### src/logic/cogp_map.svh
// register offsets, field positions, reset values and timings in ns for clock output control
`ifndef COGP_MAP_SVH
`define COGP_MAP_SVH

`define COGP_ADDR_OE       4'h0
`define COGP_ADDR_SPREAD   4'h1
`define COGP_ADDR_STATUS   4'h2

`define COGP_OE_RST        9'h1FF
`define COGP_SPREAD_RST    4'h2

`define COGP_SE_REF        0
`define COGP_SE_USB        1
`define COGP_SE_VID_NSS    2
`define COGP_SE_VID_SS     3
`define COGP_DIF_BASE      4
`define COGP_NUM_OUT       9
`define COGP_NUM_SE        4

`define COGP_CLK_NS        25
`define COGP_STABLE_NS     1800000

`endif

### src/logic/cogp_pkg.sv
// types shared by the clock output control block
package cogp_pkg;

  typedef enum logic [4:0]
  {
    COGP_WAIT_PG = 5'h01,
    COGP_START   = 5'h02,
    COGP_RUN     = 5'h04,
    COGP_STOP    = 5'h08,
    COGP_OFF     = 5'h10
  } cogp_state_type;

  // spread profile handed to the modulator; depth in steps of 0.25 %
  typedef struct packed
  {
    logic       valid;
    logic       centre;
    logic [3:0] depth_qtr;
  } cogp_spread_type;

endpackage

### src/logic/cogp_sync2.sv
// two-flop synchroniser for the asynchronous control pins
`timescale 1ns/100ps

module cogp_sync2
(
  input  wire logic       sys_clk_in,
  input  wire logic       rst_n_in,
  input  wire logic [2:0] async_in,
  output logic      [2:0] sync_out
);

  logic [2:0] meta_r;

  always_ff @(posedge sys_clk_in or negedge rst_n_in)
  begin
    if (!rst_n_in)
    begin
      meta_r   <= 3'h0;
      sync_out <= 3'h0;
    end
    else
    begin
      meta_r   <= async_in;
      sync_out <= meta_r;
    end
  end

endmodule

### src/logic/cogp_gate.sv
// glitch-free per-output enable, changed only at the output's falling edge
`timescale 1ns/100ps

module cogp_gate
(
  input  wire logic sys_clk_in,
  input  wire logic rst_n_in,
  input  wire logic fall_tick_in,
  input  wire logic want_in,
  output logic      en_out
);

  // updating only while the clock sits low means no short or long pulse
  always_ff @(posedge sys_clk_in or negedge rst_n_in)
  begin
    if (!rst_n_in)
      en_out <= 1'b0;
    else if (fall_tick_in)
      en_out <= want_in;
  end

endmodule

### src/logic/cogp_top.sv
// output gating, video stop and power-down sequencing of the clock generator
`timescale 1ns/100ps
`include "cogp_map.svh"

// Overview of operation
// RULE1: codes 0010-1000 select the listed down-spread depths
// RULE2: 1001/1010 centre spread, other codes invalid
// RULE3: video enable pin stops only video clocks
// RULE4: cleared enable bit drives that output low
// RULE5: power-down: single-ended low or hi-z, differentials low
// RULE6: shared pin is power-good, then power-down request
// RULE7: power-down pin synchronised before use
// RULE8: clocks low first, then oscillators off
// RULE9: two low CPU-edge samples, stop at falling edge
// RULE10: host pulls pin low within 10 us
// RULE11: stable clocks within 1.8 ms of release
// RULE12: stopped differentials driven high on release
// RULE13: outputs enabled within few own cycles after lock
// RULE14: video pin stops both video clocks together
// RULE15: video stop after two falling-edge samples, rest low
// RULE16: video restart within two cycles, no runt
// RULE17: shared pin ignored until power-good seen
module cogp_top
#(
  parameter int STABLE_CYC = `COGP_STABLE_NS / `COGP_CLK_NS
)
(
  input  wire logic                     sys_clk_in,
  input  wire logic                     rst_n_in,
  input  wire logic [3:0]               reg_addr_in,
  input  wire logic [15:0]              reg_wdata_in,
  input  wire logic                     reg_wr_in,
  input  wire logic                     reg_rd_in,
  output logic      [15:0]              reg_rdata_out,
  input  wire logic                     pwrgd_pd_n_in,
  input  wire logic                     video_out_enable_n_in,
  input  wire logic                     strap_in,
  output logic      [`COGP_NUM_SE-1:0]  se_clk_out,
  output logic      [`COGP_NUM_SE-1:0]  se_oe_out,
  output logic      [4:0]               diff_true_out,
  output logic      [4:0]               diff_comp_out,
  output logic                          osc_on_out,
  output logic                          pll_locked_out,
  output cogp_pkg::cogp_spread_type     spread_out
);

  cogp_pkg::cogp_state_type      state_r;
  cogp_pkg::cogp_state_type      state_nxt;
  logic [2:0]                    pin_sync;
  logic [8:0]                    oe_r;
  logic [3:0]                    spread_sel_r;
  logic [3:0]                    cnt_r;
  logic [8:0]                    phase;
  logic [8:0]                    phase_d_r;
  logic [8:0]                    fall_tick;
  logic [8:0]                    want;
  logic [8:0]                    gate_en;
  logic                          cpu_rise;
  logic [1:0]                    pd_samp_r;
  logic [1:0]                    vid_samp_r;
  logic                          pd_req;
  logic                          vid_run;
  logic [16:0]                   timer_r;
  logic                          strap_r;
  logic [1:0]                    strap_age_r;
  cogp_pkg::cogp_spread_type     spread_nxt;

  // pin 0 shared power-good / power-down, 1 video enable, 2 strap
  cogp_sync2 u_sync
  (
    .sys_clk_in (sys_clk_in),
    .rst_n_in   (rst_n_in),
    .async_in   ({strap_in, video_out_enable_n_in, pwrgd_pd_n_in}),
    .sync_out   (pin_sync)
  ); // RULE7

  // ************************************************************
  // register port
  // ************************************************************
  always_ff @(posedge sys_clk_in or negedge rst_n_in)
  begin
    if (!rst_n_in)
    begin
      oe_r         <= `COGP_OE_RST;
      spread_sel_r <= `COGP_SPREAD_RST;
    end
    else if (reg_wr_in && reg_addr_in == `COGP_ADDR_OE)
      oe_r <= reg_wdata_in[8:0];
    else if (reg_wr_in && reg_addr_in == `COGP_ADDR_SPREAD)
      spread_sel_r <= reg_wdata_in[3:0];
  end

  always_ff @(posedge sys_clk_in or negedge rst_n_in)
  begin
    if (!rst_n_in)
      reg_rdata_out <= 16'h0000;
    else
      case (reg_rd_in ? reg_addr_in : 4'hF) // unmapped index F: no read returns 0
        `COGP_ADDR_OE:     reg_rdata_out <= {7'h00, oe_r};
        `COGP_ADDR_SPREAD: reg_rdata_out <= {12'h000, spread_sel_r};
        `COGP_ADDR_STATUS: reg_rdata_out <= {8'h00, state_r, strap_r, pll_locked_out,
                                             ~spread_out.valid};
        default:           reg_rdata_out <= 16'h0000;
      endcase
  end

  // ************************************************************
  // spread profile decode
  // ************************************************************
  always_comb
  begin
    spread_nxt = '{valid: 1'b1, centre: 1'b0, depth_qtr: 4'h0};
    case (spread_sel_r)
      4'h2:    spread_nxt.depth_qtr = 4'h2; // RULE1
      4'h3:    spread_nxt.depth_qtr = 4'h4; // RULE1
      4'h4:    spread_nxt.depth_qtr = 4'h6; // RULE1
      4'h5:    spread_nxt.depth_qtr = 4'h8; // RULE1
      4'h6:    spread_nxt.depth_qtr = 4'h3; // RULE1
      4'h7:    spread_nxt.depth_qtr = 4'h5; // RULE1
      4'h8:    spread_nxt.depth_qtr = 4'h7; // RULE1
      4'h9:    spread_nxt = '{valid: 1'b1, centre: 1'b1, depth_qtr: 4'h2}; // RULE2
      4'hA:    spread_nxt = '{valid: 1'b1, centre: 1'b1, depth_qtr: 4'h3}; // RULE2
      default: spread_nxt = '{valid: 1'b0, centre: 1'b0, depth_qtr: 4'h0}; // RULE2
    endcase
  end

  always_ff @(posedge sys_clk_in or negedge rst_n_in)
  begin
    if (!rst_n_in)
      spread_out <= '{valid: 1'b0, centre: 1'b0, depth_qtr: 4'h0};
    else
      spread_out <= spread_nxt;
  end

  // ************************************************************
  // internal clock phases
  // ************************************************************
  // synthesised phases stand in for the real PLL outputs at reduced rates
  always_ff @(posedge sys_clk_in or negedge rst_n_in)
  begin
    if (!rst_n_in)
    begin
      cnt_r     <= 4'h0;
      phase_d_r <= 9'h000;
    end
    else
    begin
      cnt_r     <= cnt_r + 4'h1;
      phase_d_r <= phase;
    end
  end

  assign phase     = {{5{cnt_r[1]}}, cnt_r[2], cnt_r[2], cnt_r[2], cnt_r[3]};
  assign fall_tick = phase_d_r & ~phase;
  assign cpu_rise  = phase[`COGP_DIF_BASE] & ~phase_d_r[`COGP_DIF_BASE];

  // ************************************************************
  // pin sampling
  // ************************************************************
  always_ff @(posedge sys_clk_in or negedge rst_n_in)
  begin
    if (!rst_n_in)
      pd_samp_r <= 2'h3;
    else if (state_r == cogp_pkg::COGP_WAIT_PG)
      pd_samp_r <= 2'h3; // RULE17
    else if (cpu_rise)
      pd_samp_r <= {pd_samp_r[0], pin_sync[0]};
  end

  assign pd_req = (pd_samp_r == 2'h0); // RULE9

  always_ff @(posedge sys_clk_in or negedge rst_n_in)
  begin
    if (!rst_n_in)
      vid_samp_r <= 2'h0;
    else if (fall_tick[`COGP_SE_VID_SS])
      vid_samp_r <= {vid_samp_r[0], ~pin_sync[1]};
  end

  // one released sample restarts, so the restart lands within two cycles
  assign vid_run = ~vid_samp_r[0] | ~vid_samp_r[1]; // RULE15 RULE16

  // strap caught at third edge: the synchroniser shows its reset value before
  always_ff @(posedge sys_clk_in or negedge rst_n_in)
  begin
    if (!rst_n_in)
    begin
      strap_r     <= 1'b0;
      strap_age_r <= 2'h0;
    end
    else if (strap_age_r != 2'h3)
    begin
      strap_age_r <= strap_age_r + 2'h1;
      if (strap_age_r == 2'h2)
        strap_r <= pin_sync[2];
    end
  end

  // ************************************************************
  // power sequencing
  // ************************************************************
  always_comb
  begin
    state_nxt = state_r;
    case (state_r)
      cogp_pkg::COGP_WAIT_PG:
        if (pin_sync[0])
          state_nxt = cogp_pkg::COGP_START; // RULE6 RULE17
      cogp_pkg::COGP_START:
        if (pd_req)
          state_nxt = cogp_pkg::COGP_STOP;
        else if (timer_r == 17'(STABLE_CYC - 1))
          state_nxt = cogp_pkg::COGP_RUN; // RULE11
      cogp_pkg::COGP_RUN:
        if (pd_req)
          state_nxt = cogp_pkg::COGP_STOP; // RULE9
      cogp_pkg::COGP_STOP:
        if (gate_en == 9'h000)
          state_nxt = cogp_pkg::COGP_OFF; // RULE8
      cogp_pkg::COGP_OFF:
        if (pd_samp_r[0])
          state_nxt = cogp_pkg::COGP_START; // RULE7
      default:
        state_nxt = cogp_pkg::COGP_WAIT_PG;
    endcase
  end

  always_ff @(posedge sys_clk_in or negedge rst_n_in)
  begin
    if (!rst_n_in)
      state_r <= cogp_pkg::COGP_WAIT_PG;
    else
      state_r <= state_nxt;
  end

  // lock timer runs only while the synthesiser is starting
  always_ff @(posedge sys_clk_in or negedge rst_n_in)
  begin
    if (!rst_n_in)
      timer_r <= 17'h00000;
    else
      timer_r <= (state_r == cogp_pkg::COGP_START) ? timer_r + 17'h00001 : 17'h00000;
  end

  // ************************************************************
  // output gating
  // ************************************************************
  for (genvar gi = 0; gi < `COGP_NUM_OUT; gi++)
  begin : g_out
    assign want[gi] = (state_r == cogp_pkg::COGP_RUN) & oe_r[gi] // RULE4
      & (vid_run | (gi != `COGP_SE_VID_SS && gi != `COGP_SE_VID_NSS)); // RULE3 RULE14
    cogp_gate u_gate
    (
      .sys_clk_in   (sys_clk_in),
      .rst_n_in     (rst_n_in),
      .fall_tick_in (fall_tick[gi]),
      .want_in      (want[gi]),
      .en_out       (gate_en[gi])
    ); // RULE13
  end

  always_ff @(posedge sys_clk_in or negedge rst_n_in)
  begin
    if (!rst_n_in)
    begin
      se_clk_out    <= 4'h0;
      se_oe_out     <= 4'hF;
      diff_true_out <= 5'h00;
      diff_comp_out <= 5'h00;
    end
    else
    begin
      se_clk_out <= phase[3:0] & gate_en[3:0]; // RULE9
      se_oe_out  <= {4{~(strap_r && state_r == cogp_pkg::COGP_OFF)}}; // RULE5
      diff_true_out <= (state_r == cogp_pkg::COGP_START) ? 5'h1F // RULE12
        : (state_r == cogp_pkg::COGP_RUN) ? phase[8:4] & gate_en[8:4] : 5'h00; // RULE5 RULE8
      diff_comp_out <= (state_r == cogp_pkg::COGP_RUN) ? ~phase[8:4] & gate_en[8:4] : 5'h00;
    end
  end

  always_ff @(posedge sys_clk_in or negedge rst_n_in)
  begin
    if (!rst_n_in)
    begin
      osc_on_out     <= 1'b1;
      pll_locked_out <= 1'b0;
    end
    else
    begin
      osc_on_out     <= (state_r != cogp_pkg::COGP_OFF); // RULE8
      pll_locked_out <= (state_r == cogp_pkg::COGP_RUN);
    end
  end

  // ************************************************************
  // checks
  // ************************************************************
  spread_down_a: assert property (@(posedge sys_clk_in) disable iff (!rst_n_in) // RULE1
    spread_sel_r == 4'h4 |=> spread_out.valid && !spread_out.centre
      && spread_out.depth_qtr == 4'h6)
    else $error("down-spread code decoded wrong");
  spread_invalid_a: assert property (@(posedge sys_clk_in) disable iff (!rst_n_in) // RULE2
    (spread_sel_r < 4'h2 || spread_sel_r > 4'hA) |=> !spread_out.valid)
    else $error("invalid spread code accepted");
  other_clk_run_a: assert property (@(posedge sys_clk_in) disable iff (!rst_n_in) // RULE3
    (state_r == cogp_pkg::COGP_RUN && oe_r[1] && fall_tick[1]) |=> gate_en[1])
    else $error("non-video clock stopped while running");
  oe_clear_low_a: assert property (@(posedge sys_clk_in) disable iff (!rst_n_in) // RULE4
    (!oe_r[0] && !gate_en[0]) |=> !se_clk_out[0])
    else $error("disabled output not low");
  pd_strap_hiz_a: assert property (@(posedge sys_clk_in) disable iff (!rst_n_in) // RULE5
    (state_r == cogp_pkg::COGP_OFF) |=> se_oe_out == {4{~strap_r}}
      && diff_true_out == 5'h00 && diff_comp_out == 5'h00)
    else $error("power-down output state wrong");
  pg_ignore_a: assert property (@(posedge sys_clk_in) disable iff (!rst_n_in) // RULE17
    (state_r == cogp_pkg::COGP_WAIT_PG) |=> state_r != cogp_pkg::COGP_STOP && !pd_req
      && se_clk_out == 4'h0)
    else $error("shared pin acted on before power-good");
  pd_two_samp_a: assert property (@(posedge sys_clk_in) disable iff (!rst_n_in) // RULE9
    (state_r == cogp_pkg::COGP_RUN && $changed(state_r) == 1'b0
      && state_nxt == cogp_pkg::COGP_STOP) |-> pd_samp_r == 2'h0)
    else $error("power-down taken without two low samples");
  stop_order_a: assert property (@(posedge sys_clk_in) disable iff (!rst_n_in) // RULE8
    (state_r == cogp_pkg::COGP_STOP) |=> osc_on_out && diff_true_out == 5'h00)
    else $error("oscillator stopped before clocks held low");
  vid_stop_a: assert property (@(posedge sys_clk_in) disable iff (!rst_n_in) // RULE15
    (vid_samp_r == 2'h3 && fall_tick[`COGP_SE_VID_SS])
      |=> !gate_en[`COGP_SE_VID_SS] && !gate_en[`COGP_SE_VID_NSS])
    else $error("video clocks not stopped after two samples");
  vid_together_a: assert property (@(posedge sys_clk_in) disable iff (!rst_n_in) // RULE14
    (oe_r[3:2] == 2'h3 && fall_tick[`COGP_SE_VID_SS])
      |=> gate_en[`COGP_SE_VID_SS] == gate_en[`COGP_SE_VID_NSS])
    else $error("video clocks gated apart");
  start_bias_a: assert property (@(posedge sys_clk_in) disable iff (!rst_n_in) // RULE12
    (state_r == cogp_pkg::COGP_START) |=> diff_true_out == 5'h1F)
    else $error("differentials not driven high on release");
endmodule

### config.mk
export PLATFORM = sky130hd
export DESIGN_NAME = cogp_top
export DESIGN_NICKNAME = d
export VERILOG_FILES = /design/src/logic/cogp_pkg.sv /design/src/logic/cogp_sync2.sv /design/src/logic/cogp_gate.sv /design/src/logic/cogp_top.sv
export VERILOG_INCLUDE_DIRS = /design/src /design/src/logic
export SDC_FILE = /design/constraint.sdc
export NUM_CORES = 1
export LEC_CHECK = 0
export ABC_AREA = 0
export BUFFER_PORTS_ARGS = -buffer_cell sky130_fd_sc_hd__buf_2
export CORE_ASPECT_RATIO = 0.9
export CORE_UTILIZATION = 50
export DETAILED_ROUTE_END_ITERATION = 8
export PLACE_DENSITY = 0.72
export REMOVE_ABC_BUFFERS = 1
export SKIP_CTS_REPAIR_TIMING = 1
export SLEW_MARGIN = 10
export SYNTH_ARGS = -nofsm -noshare
export SYNTH_HDL_FRONTEND = slang
export SYNTH_SLANG_ARGS = --single-unit
### constraint.sdc
create_clock -name sys_clk_in -period 1.7 [get_ports sys_clk_in]
set_input_delay 0.34 -clock sys_clk_in [delete_from_list [all_inputs] [get_ports sys_clk_in]]
set_output_delay 0.34 -clock sys_clk_in [all_outputs]
set_load 0.005 [all_outputs]
# Word-level counts from Yosys, hierarchy flattened

Index checks and enable logic that the tools add are counted.

Bits in registers: 105
Latch bits: 0
Bits in writable memories: 0
ROM bits: 0
Bits of input ports: 27
Output and inout bits: 42
Memories: 0

$add $sub $neg: 3
Multipliers: 0
Divide/modulo/power cells: 0
Order comparisons: 0
Eq/ne operators: 26
Shifts and indexed selects: 0
Mux-type cells: 17
Bitwise gates (word level): 26
Reduce and logical (&&, ||, !) cells: 15

Operators by type and width:

| operator              | number |
|---|---|
| $mux 5                | 9 |
| $pmux 4 s7            | 1 |
| $pmux 9 s3            | 1 |
| $pmux 5 s5            | 1 |
| $add 17x1->17 const B | 1 |
| $eq 17x17->1 const B  | 1 |
| $mux 17               | 1 |
| $eq 4x3->1 const B    | 4 |
| $and 1x1->1           | 12 |
| $eq 4x2->1 const B    | 3 |
| $eq 4x4->1 const B    | 3 |
| $and 5x5->5           | 2 |
| $and 9x9->9           | 1 |
| $logic_not 9->1       | 1 |
| $not 9->9             | 1 |
| $eq 4x1->1 const B    | 2 |
| $logic_not 4->1       | 2 |
| $ne 2x2->1 const B    | 4 |
| $not 1->1             | 7 |
| $reduce_or 7->1       | 1 |
| $reduce_or 2->1       | 3 |
| $eq 5x1->1 const B    | 1 |
| $eq 5x2->1 const B    | 1 |
| $eq 5x3->1 const B    | 1 |
| 19 further kinds      | 23 |

# Longest topological paths before layout

Gate-level depths: netlist of run 1.

Depth in word-level cells: 4
Gate-level depth with buffers: 7
Mapped depth without buffers: 5

# Hierarchy

Synthesis of run 1 repeated with hierarchy kept, for this count alone.

Cell total of the unflattened synthesis: 332
Area, all modules: 4047.6 um2

By module, submodules not included:

| module     | times used | cells each | area each (um2) |
|---|---|---|---|
| cogp_top   | 1          | 308        | 3537.1 |
| cogp_gate  | 9          | 2          | 40.0 |
| cogp_sync2 | 1          | 6          | 150.1 |

# Worst setup path after synthesis of run 1

No wires, ideal clock.

Path type: register -> register
From: register state_r[2]
To: register timer_r[12]
Setup time: 66 ps
Arrival time: 1386 ps
Slack: 248 ps
Cell stages (with the launch flop): 6
Buffers on the path: 1
Cells stage by stage: dfrtp_1 buf_2 nor3_4 nand3b_2 or4_1 nand2_1

Longest elaborated chain between the ends: 2

RTL lines:

| what                   | line            | text |
|---|---|---|
| start, declared        | cogp_top.sv:47  | `cogp_pkg::cogp_state_type state_r;` |
| start signal, assigned | cogp_top.sv:231 | `state_r <= cogp_pkg::COGP_WAIT_PG;` |
| start signal, assigned | cogp_top.sv:233 | `state_r <= state_nxt;` |
| $eq 5x2->1             | cogp_top.sv:242 | `timer_r <= (state_r == cogp_pkg::COGP_START) ? timer_r + 17'h00001 : 17'h00000;` |
| $mux 17                | cogp_top.sv:242 |  |
| end signal, assigned   | cogp_top.sv:242 |  |
| end, declared          | cogp_top.sv:63  | `logic [16:0] timer_r;` |

No other way between the ends.
A chain may end at the register's enable or synchronous reset.

# Worst setup path after layout of run 1

From: register timer_r[2]
To: register timer_r[16]

Longest elaborated chain between the ends: 2

RTL lines:

| what          | line |
|---|---|
| $add 17x1->17 | cogp_top.sv:242 |
| $mux 17       | cogp_top.sv:242 |

No other way between the ends.

==> out/metrics.cfg, run 1 <==
[clock_tree]
cts_tree = yes
insertion_delay_ps = 370
cts-root-buf = clkbuf_8
cts_buffer_depth = 2
cts_max_level = 3
clkTransAtPathRegs_ps = 100
numCtsBuffers = 9
cts.sinks = 96

[route]
drtAntennaViolNets = 0
first_iter_violations = 132
route.detailed.drc = 0
wl_um = 7530
viasPerCell = 5.337
wl_per_cell_um = 14.85
dr.pass1.iters = 5
vias = 2706

[sta]
final.setup_skew_ps = 12.13
timing.final.crit_share_pct = 93.56
setup_viol = 0
fmax_mhz = 628.7
finalCriticalPeriod_ps = 1590
slew_violations = 0
rsz0062_at_grt = false
finalHoldViolations = 0
setup_tns_ps = 0

[critical_path]
critPathSlowestCell = and4_1
cp_cell_sequence = and4_1, nand4_4, or3_1, a21oi_1
r2r_slack_ps = 110
worstSetupPathType = reg2reg
r2r_cells = 4
worstPathArrival_ps = 1900
end_kind = flop
path_buf_inv = 0
worstSetupStartpointType = flop
worstReg2RegEnd = timer_r[16]
slowest_delay_ps = 430
required_ps = 2010
crit_path_max_fanout = 7
reg2reg_from = timer_r[2]
worst_path_dominant_cell_family = simple AND/OR/NAND/NOR gates

[synthesis]
synth_area_um2 = 4066
synth.avg_cell_area_um2 = 11.55
ys.warnings.count = 0
async_flop_share_pct = 100.0
synth_edf_count = 0
synth-seq-cells = 96
synth_seq_area_share_pct = 59.54
netlist-cell-type-count = 49
synthesis.instances = 352
synthFlopType = dfrtp_1

[placement]
io_buffers = 54
dp.cells = 490
post_dp_cell_area_um2 = 4425
post-dp-hpwl_um = 5429
gp_congestion = 0.8506

[floorplanning]
core-area_um2 = 7695
dieWidth_um = 97.06
rows = 30
die_y_um = 87.56
die_area_um2 = 8498
io_pins = 69
initial_core_util_pct = 52.85

[final_layout]
layout-area-overhead-vs-synth_pct = 13.72
nets = 437
final_util_pct = 60.10
drive_gt1_share_pct = 29.93
stdcell_area_um2 = 4624
instances_no_fill = 507
n_antenna_cell = 0

[min_path]
hold_path_class = in2reg
holdCritStartpoint = video_out_enable_n_in
worstHoldEndpoint = u_sync.meta_r[1]
hold_depth = 1

[global_route]
grt-ovfl-total = 0
grt_first_pass_wirelength_um = 12780
grt_antenna_before_repair = 0
met3_usage_pct = 4.549
grt_use_total_pct = 19.45
top_usage_layer = met2
met2_usage_pct = 30.15
grt_max_degree = 48
grt_pass1_vias = 2657
met1_usage_pct = 26.95

[power_and_ir_drop]
p_per_area_nw_per_um2 = 1038
ir_drop_mv = 0.6926
p_leak_nw = 2.182
seqPwrFrac_pct = 56.6
p_sw_mw = 1.356
total_power_mw = 4.801
pwr-share-comb_pct = 14.0
clkPwrFrac_pct = 29.4
p_sw_share_pct = 28.25
p_int_mw = 3.445

[status]
status = complete, no violations

[run]
cap_violations = 0

[cell usage after synthesis, types with 7 or more instances]
cell type,n,area share (%)
dfrtp_1,81,50
nor2_1,33,3.0
nand2_1,26,2.4
o21ai_0,21,2.6
dfstp_2,15,9.7
mux2_2,15,4.2
a21oi_1,12,1.5
and2_1,12,1.8
buf_4,11,2.0
nand3_1,10,1.2
xor2_1,10,2.2
mux2i_1,8,2.0
clkbuf_1,7,0.65
inv_1,7,0.65
[worst max path at each step]
stage	end	slack, ps	startpoint	cells past startpoint
3_5_place_dp	timer_r[16]	100	timer_r[2]	4
4_1_cts	timer_r[13]	100	timer_r[2]	4
2_1_floorplan	timer_r[12]	150	state_r[2]	4
3_3_place_gp	timer_r[16]	150	timer_r[2]	4
5_1_grt	state_r[1]	10	timer_r[6]	4
6_report	timer_r[16]	110	timer_r[2]	4
[cell usage in the layout (no fill, tap or decap), types with 4 or more instances in the layout]
cell / netlist / layout
clkbuf_8: 0 / 9
nor2b_1: 4 / 4
a21oi_1: 12 / 12
buf_2: 6 / 53
or3_1: 6 / 6
nor2_1: 33 / 33
inv_1: 7 / 7
nor3_1: 5 / 5
and2_1: 12 / 12
a31o_2: 5 / 5
o21ai_0: 21 / 21
mux2i_1: 8 / 8
dfstp_2: 15 / 15
conb_1: 1 / 7
buf_4: 11 / 6
nand4_1: 6 / 6
xnor2_1: 5 / 5
dfrtp_1: 81 / 80
nand2_1: 26 / 26
ha_1: 4 / 4
xor2_1: 10 / 10
nand2b_1: 5 / 5
nand3_1: 10 / 10
mux2_2: 15 / 15
[metrics by stage]
stage	setup WS, ps	hold WS (ps)
after floorplan	147.4	44.41
after global placement	148.3	230.2
after detailed placement	104.4	234.1
after CTS	103.6	-179.5
final	109.5	65.90
after global routing	9.841	53.43
[sequential cells by signal, summed over array words and instances, names as in the netlist]
name	count
cnt_r	4
diff_comp_out	5
diff_true_out	5
g_out.u_gate.en_out	9
oe_r	9
osc_on_out	1
pd_samp_r	2
phase_d_r	3
pll_locked_out	1
reg_rdata_out	9
se_clk_out	4
se_oe_out	1
spread_out	6
spread_sel_r	4
state_r	5
strap_age_r	2
strap_r	1
timer_r	17
u_sync.meta_r	3
u_sync.sync_out	3
vid_samp_r	2
[worst register-to-register path, stage by stage (launching register included)]
cell	delay [ps]
dfrtp_1	420
and4_1	430
nand4_4	180
or3_1	370
a21oi_1	140
[power by group through the flow]
stage | Clock (mW) | Sequential (mW) | Combinational (mW)
CTS | 1.46 | 2.72 | 0.680
floorplan | 0 | 2.73 | 0.350
global placement | 0 | 2.75 | 0.657
global route | 1.53 | 2.75 | 0.758
detailed placement | 0 | 2.76 | 0.677
finish | 1.41 | 2.72 | 0.671
[cells by family (layout without fill, tap and decap cells)]
family,count (synthesis),count (layout),synth area share (%)
AOI/OAI and AO/OA,46,46,6.585
other,1,7,0.09222
xor gates and xnor gates,15,15,3.231
buffers and inverters,33,86,4.431
muxes,23,23,6.123
adders and majority gates,4,4,1.231
and+or+nand+nor,134,134,18.77
DFF,96,96,59.54
[cell type report]
class | count | area, um2
fillers | 645 | 3070
flip-flops and latches | 96 | 2422
multi-input cells | 229 | 1488
repair buffers | 63 | 380.4
clock buffers | 9 | 123.9
well taps | 96 | 120.1
clock inverters | 7 | 63.81
inverters | 7 | 26.28
[metal layers]
metal	wire [um]	share of wire [%]
met1	3613	48
met5	0	0
met3	365	4.8
met2	3434	46
met4	116	1.5
Power figures use the tool's default switching activity.
==> run 2: changes to the inputs <==
--- a/config.mk
+++ b/config.mk
@@ -8,7 +8,7 @@
 export LEC_CHECK = 0
 export ABC_AREA = 0
 export BUFFER_PORTS_ARGS = -buffer_cell sky130_fd_sc_hd__buf_2
-export CORE_ASPECT_RATIO = 0.9
+export CORE_ASPECT_RATIO = 0.7
 export CORE_UTILIZATION = 50
 export DETAILED_ROUTE_END_ITERATION = 8
 export PLACE_DENSITY = 0.72
==> constraint.sdc (replaced) <==
create_clock -name sys_clk_in -period 2 [get_ports sys_clk_in]
set_input_delay 0.4 -clock sys_clk_in [delete_from_list [all_inputs] [get_ports sys_clk_in]]
set_output_delay 0.4 -clock sys_clk_in [all_outputs]
set_load 0.005 [all_outputs]
==> run 2 against run 1 <==
Largest cell class unchanged; highest routed layer unchanged; setup slack better by 240 ps; cell area is 1.2% higher; critical path depth is 2 higher; critical path type unchanged.
==> out/metrics.cfg, run 2 (synthesis gave the netlist of run 1 again) <==
[status]
status = complete, no violations

[power_and_ir_drop]
seqPwrFrac_pct = 51.9  ; -4.7 points
p_sw_share_pct = 24.54  ; -3.7 points
ir_drop_mv = 0.6280  ; -9.3%
p_sw_mw = 1.092  ; -19%
p_leak_nw = 2.213  ; +1.4%
total_power_mw = 4.449  ; -7.3%
clkPwrFrac_pct = 35.4  ; +6.0 points
pwr-share-comb_pct = 12.7  ; -1.3 points
p_int_mw = 3.357  ; -2.5%
p_per_area_nw_per_um2 = 951.1  ; -8.4%

[sta]
rsz0062_at_grt = false
finalCriticalPeriod_ps = 1649  ; +58.71 ps
relSlewSlack_pct = 63.15
final.setup_skew_ps = 7.315  ; -4.815 ps
setup_tns_ps = 0  ; unchanged
max_slew.worst_pin.slew_ps = 550.9
worst_hold_slack_ps = 26.75  ; -39.15 ps
setup_viol = 0  ; unchanged
timing.final.crit_share_pct = 82.46  ; -11 points
fmax_mhz = 606.4  ; -3.6%
finalHoldViolations = 0  ; unchanged
slew_violations = 0  ; unchanged

[clock_tree]
insertion_delay_ps = 340  ; -30 ps
clkTransAtPathRegs_ps = 60  ; -40 ps
cts_buffer_depth = 2  ; unchanged
numCtsBuffers = 9  ; unchanged
cts-root-buf = clkbuf_16
cts.sinks = 96  ; unchanged
cts_max_level = 3  ; unchanged
cts_tree = yes

[final_layout]
nets = 436  ; -0.23%
largest_register_ffs = 17  ; unchanged
n_antenna_cell = 0  ; unchanged
layout-area-overhead-vs-synth_pct = 15.05
layout_commonest_cell = dfrtp_1
layout_common_cells = dfrtp_1, buf_2, nor2_1, nand2_1, o21ai_0
n_fill_cell = 642  ; -0.47%
largest-register = timer_r
final_util_pct = 59.43  ; -0.66 points
drive_gt1_share_pct = 28.54  ; -1.4 points

[critical_path]
r2r_cells = 6  ; +2
crit_path_max_fanout = 11  ; +4
worstSetupPathType = reg2reg
cp_cell_sequence = nor3_1, nand3b_1, inv_1, buf_4, o21ai_0, o21ai_0
end_kind = flop
worst_path_dominant_cell_family = buffers and inverters
worstSetupStartpointType = flop
path_buf_inv = 2  ; +2
worstPathArrival_ps = 1910  ; about the same
slowest_delay_ps = 450  ; +20 ps
required_ps = 2260  ; +250 ps
worst_path_most_repeated_cell = o21ai_0
critPathSlowestCell = dfrtp_1
path_depth = 6  ; +2

[global_route]
grt-ovfl-total = 0  ; unchanged
grt_first_pass_wirelength_um = 13100  ; +2.5%
grt_max_degree = 39  ; -19%
grt_use_total_pct = 20.57  ; +1.1 points
grt_pass1_vias = 2623  ; -1.3%
grt_antenna_before_repair = 0  ; unchanged

[route]
route.detailed.drc = 0  ; unchanged
dr.pass1.iters = 4  ; -1
viasPerCell = 5.225  ; -2.1%
wl_um = 7779  ; +3.3%
wl_per_cell_um = 15.22  ; +2.5%
first_iter_violations = 99  ; -25%
vias = 2670  ; -1.3%
drtAntennaViolNets = 0  ; unchanged

[placement]
gp_congestion = 0.7660  ; -9.9%
post-dp-hpwl_um = 5462  ; +0.61%
io_buffers = 54  ; unchanged

[min_path]
hold_path_class = in2async

[floorplanning]
rows = 27  ; -10%
die_y_um = 77.45  ; -12%
core-area_um2 = 7871  ; +2.3%
dieWidth_um = 109.8  ; +13%
initial_core_util_pct = 51.66  ; -1.2 points
io_pins = 69  ; unchanged
die_area_um2 = 8503  ; about the same

[run]
cap_violations = 0  ; unchanged

==> run 2: cell types whose count changed in the layout (fill, tap and decap cells not counted), sizes merged <==
cell / previous run / this run
clkinv: 2 / 0
inv: 10 / 7
clkbuf: 9 / 16
dlygate4sd3: 1 / 0
clkinvlp: 2 / 0
==> run 2: cell type report <==
| class | instances | area (um2) | area share (%) |
|---|---|---|---|
| Tap cell | 101 | 126.4 | 2.701 |
| Inverter | 7 | 26.28 | 0.5616 |
| Clock buffer | 16 | 271.5 | 5.804 |
| Multi-Input combinational cell | 229 | 1488 | 31.80 |
| Sequential cell | 96 | 2421 | 51.75 |
| Timing Repair Buffer | 62 | 345.3 | 7.382 |
==> run 2: per-stage QoR <==
step	instance area (um2)	setup WS, ps	cells
global route	4678	242.7	511
floorplan	3935	447.4	332
finish	4678	350.8	511
detailed placement	4407	291.5	495
global placement	4407	345.9	495
CTS	4678	361.0	511
==> run 2: path summary, 6_finish.rpt <==
check	start	to	slack, ps
max	state_r[4]	state_r[3]	350
min	rst_n_in	timer_r[15]	30
max reg2reg	state_r[4]	state_r[3]	350
min reg2reg	u_sync.meta_r[1]	u_sync.sync_out[1]	350
max in group asynchronous	rst_n_in	u_sync.sync_out[1]	1300
min in group sys_clk_in	strap_in	u_sync.meta_r[2]	160
==> run 2: worst reg2reg max path, delay by kind of cell, from the launching register on <==
family | cells | cell delay, ps
buf+inv | 2 | 540
flops | 1 | 450
simple gates | 2 | 420
compound gates | 2 | 150
==> run 2: power by group through the flow <==
stage	clock (mW)	sequential [mW]	combinational [mW]
2_1_floorplan	0	2.32	0.298
3_3_place_gp	0	2.33	0.545
3_5_place_dp	0	2.34	0.563
4_1_cts	1.61	2.31	0.572
5_1_grt	1.70	2.33	0.632
6_report	1.58	2.31	0.567
==> run 2: metal layers <==
layer	global-route usage, %	vias to the layer above	routed length [um]
met2	29.56	54	3372
li1	-	1300	-
met3	6.807	7	351
met1	29.83	1309	3973
met5	0	-	0
met4	5.333	0	82
==> run 3: changes to the inputs <==
--- a/config.mk
+++ b/config.mk
@@ -6,12 +6,12 @@
 export SDC_FILE = /design/constraint.sdc
 export NUM_CORES = 1
 export LEC_CHECK = 0
-export ABC_AREA = 0
+export ABC_AREA = 1
 export BUFFER_PORTS_ARGS = -buffer_cell sky130_fd_sc_hd__buf_2
 export CORE_ASPECT_RATIO = 0.7
 export CORE_UTILIZATION = 50
 export DETAILED_ROUTE_END_ITERATION = 8
-export PLACE_DENSITY = 0.72
+export PLACE_DENSITY = 0.75
 export REMOVE_ABC_BUFFERS = 1
 export SKIP_CTS_REPAIR_TIMING = 1
 export SLEW_MARGIN = 10
==> constraint.sdc (replaced) <==
create_clock -name sys_clk_in -period 1.4 [get_ports sys_clk_in]
set_input_delay 0.28 -clock sys_clk_in [delete_from_list [all_inputs] [get_ports sys_clk_in]]
set_output_delay 0.28 -clock sys_clk_in [all_outputs]
set_load 0.005 [all_outputs]
==> run 3 against run 2 <==
The flow now finishes with violations (setup timing); power rose by 54%; synthesized area decreased by 2.6%; flip-flop and latch count is the same; via count increased by 10%; non-clock buffer count grew 12; clock skew up 4.3 ps; core utilization increased by 4.5 points; sequential share of layout area decreased by 1.1 points; largest cell class unchanged.
==> out/metrics.cfg, run 3 <==
[status]
status = finished with violations
violations = setup timing

[final_layout]
layout-area-overhead-vs-synth_pct = 20.68
layout_commonest_cell = dfrtp_1
stdcell_area_um2 = 4782  ; +2.2%
nets = 515  ; +18%
n_antenna_cell = 0  ; unchanged
largest_register_ffs = 17  ; unchanged
final_util_pct = 63.91  ; +4.5 points
largest-register = timer_r
layout_common_cells = dfrtp_1, nand2_1, buf_2, inv_1, nor2_1
instances_no_fill = 587  ; +15%
drive_gt1_share_pct = 26.99  ; -1.5 points

[floorplanning]
core-area_um2 = 7482  ; -4.9%
rows = 26  ; -3.7%
die_y_um = 76.48  ; -1.3%
dieWidth_um = 108.4  ; -1.3%
io_pins = 69  ; unchanged
initial_core_util_pct = 52.96  ; +1.3 points
die_area_um2 = 8290  ; -2.5%

[sta]
slew_violations = 0  ; unchanged
fin_ws_ps = -37.40  ; -388.2 ps
final.setup_skew_ps = 11.62  ; +4.308 ps
setup_tns_ps = -37.40  ; -37.40 ps
timing.final.crit_share_pct = 102.7  ; +20 points
setup_viol = 1  ; +1
finalCriticalPeriod_ps = 1437  ; -211.8 ps
rsz0062_at_grt = true
worst_hold_slack_ps = 40.93  ; +14.18 ps
finalHoldViolations = 0  ; unchanged
fmax_mhz = 695.7  ; +15%

[synthesis]
async_flop_share_pct = 100.0  ; unchanged
synth_area_um2 = 3963  ; -2.6%
synth_top_area_share_pct = 51.15  ; +1.3 points
synth_top_area_cell = dfrtp_1
synth-seq-cells = 96  ; unchanged
synth_seq_area_share_pct = 61.10  ; +1.6 points
synthTopCellsByArea = dfrtp_1, dfstp_2, nand2_1
ys.warnings.count = 0  ; unchanged
synth.avg_cell_area_um2 = 9.736  ; -16%
netlist-cell-type-count = 37  ; -24%
yosysMostFrequentCell = dfrtp_1
synth_edf_count = 0  ; unchanged
synth_common_cells = dfrtp_1, nand2_1, nor2_1
synthesis.instances = 407  ; +16%
synthFlopType = dfrtp_1

[route]
wl_per_cell_um = 13.52  ; -11%
route.detailed.drc = 0  ; unchanged
first_iter_violations = 211  ; +110%
wl_um = 7936  ; +2.0%
drtAntennaViolNets = 0  ; unchanged
viasPerCell = 5.002  ; -4.3%
dr.pass1.iters = 4  ; unchanged
vias = 2936  ; +10%

[power_and_ir_drop]
p_leak_nw = 2.415  ; +9.1%
ir_drop_mv = 1.085  ; +73%
p_per_area_nw_per_um2 = 1431  ; +50%
total_power_mw = 6.843  ; +54%

[critical_path]
r2r_slack_ps = -40  ; -390 ps
crit_path_max_fanout = 4  ; -7
worstSetupStartpointType = flop
end_kind = flop
worstSetupPathType = reg2reg
worstPathArrival_ps = 1670  ; -240 ps
required_ps = 1630  ; -630 ps

[global_route]
grt_antenna_before_repair = 0  ; unchanged
grt_use_total_pct = 21.12  ; +0.55 points
grt_first_pass_wirelength_um = 13230  ; +1.1%
grt_pass1_vias = 2800  ; +6.7%
grt_max_degree = 33  ; -15%
grt-ovfl-total = 0  ; unchanged

[clock_tree]
clkTransAtPathRegs_ps = 60  ; about the same
cts_tree = yes
cts.sinks = 96  ; unchanged
cts_max_level = 3  ; unchanged
insertion_delay_ps = 340  ; about the same
cts_buffer_depth = 2  ; unchanged
cts-root-buf = clkbuf_16
numCtsBuffers = 9  ; unchanged

[placement]
dp_slack_ps = -4.640  ; -296.1 ps
dp.cells = 567  ; +15%
post-dp-hpwl_um = 5784  ; +5.9%
post_dp_cell_area_um2 = 4438  ; +0.71%
gp_congestion = 0.8829  ; +15%
io_buffers = 54  ; unchanged

[run]
cap_violations = 0  ; unchanged

[min_path]
hold_path_class = in2reg

[run 3: final timing paths]
check / startpoint / cells past startpoint / to
worst min-delay path: video_out_enable_n_in / 1 / u_sync.meta_r[1]
worst max-delay path: timer_r[0] / 8 / timer_r[14]
min in group asynchronous: rst_n_in / 2 / state_r[1]
worst min register to register: u_sync.meta_r[2] / 0 / u_sync.sync_out[2]
worst max register to register: timer_r[0] / 8 / timer_r[14]
max in group asynchronous: rst_n_in / 3 / spread_sel_r[1]
[run 3: layout make-up]
class | instances | area [um2]
clock buffers | 13 | 260.3
clock inverters | 3 | 17.52
fillers | 608 | 2700
inverters | 51 | 193.9
multi-input cells | 252 | 1303
flip-flops and latches | 96 | 2422
well taps | 98 | 122.6
repair buffers | 74 | 462.9
[run 3: kinds of logic after synthesis]
group | after synthesis | synth area share [%]
xor+xnor | 5 | 1.105
fa+ha+maj | 4 | 1.263
compound gates | 60 | 8.273
flops | 96 | 61.10
mux | 3 | 0.8525
other cells | 1 | 0.09464
buf+inv | 65 | 7.357
simple gates | 173 | 19.96
[run 3: worst max-delay path, cell delays in order (launching register included)]
cell and delay [ps]:
dfrtp_1 380, ha_2 200, nand2_2 80, nor2_4 160, nand2_4 90, nor3_4 230
nand3_1 90, nand2_1 60, nor2_1 40
[run 3: where the power goes]
part | switching [mW] | internal, mW
Clock | 0.960 | 1.29
Sequential | 0.206 | 3.16
Combinational | 0.737 | 0.485
Total | 1.90 | 4.94
[run 3: layer usage]
metal  part of all wire (%)  wire length, um  GRT usage (%)
met1                     48             3793          30.37
met2                     45             3597          30.57
met3                    6.1              481          5.817
met4                   0.81               64          7.703
met5                      0                0              0
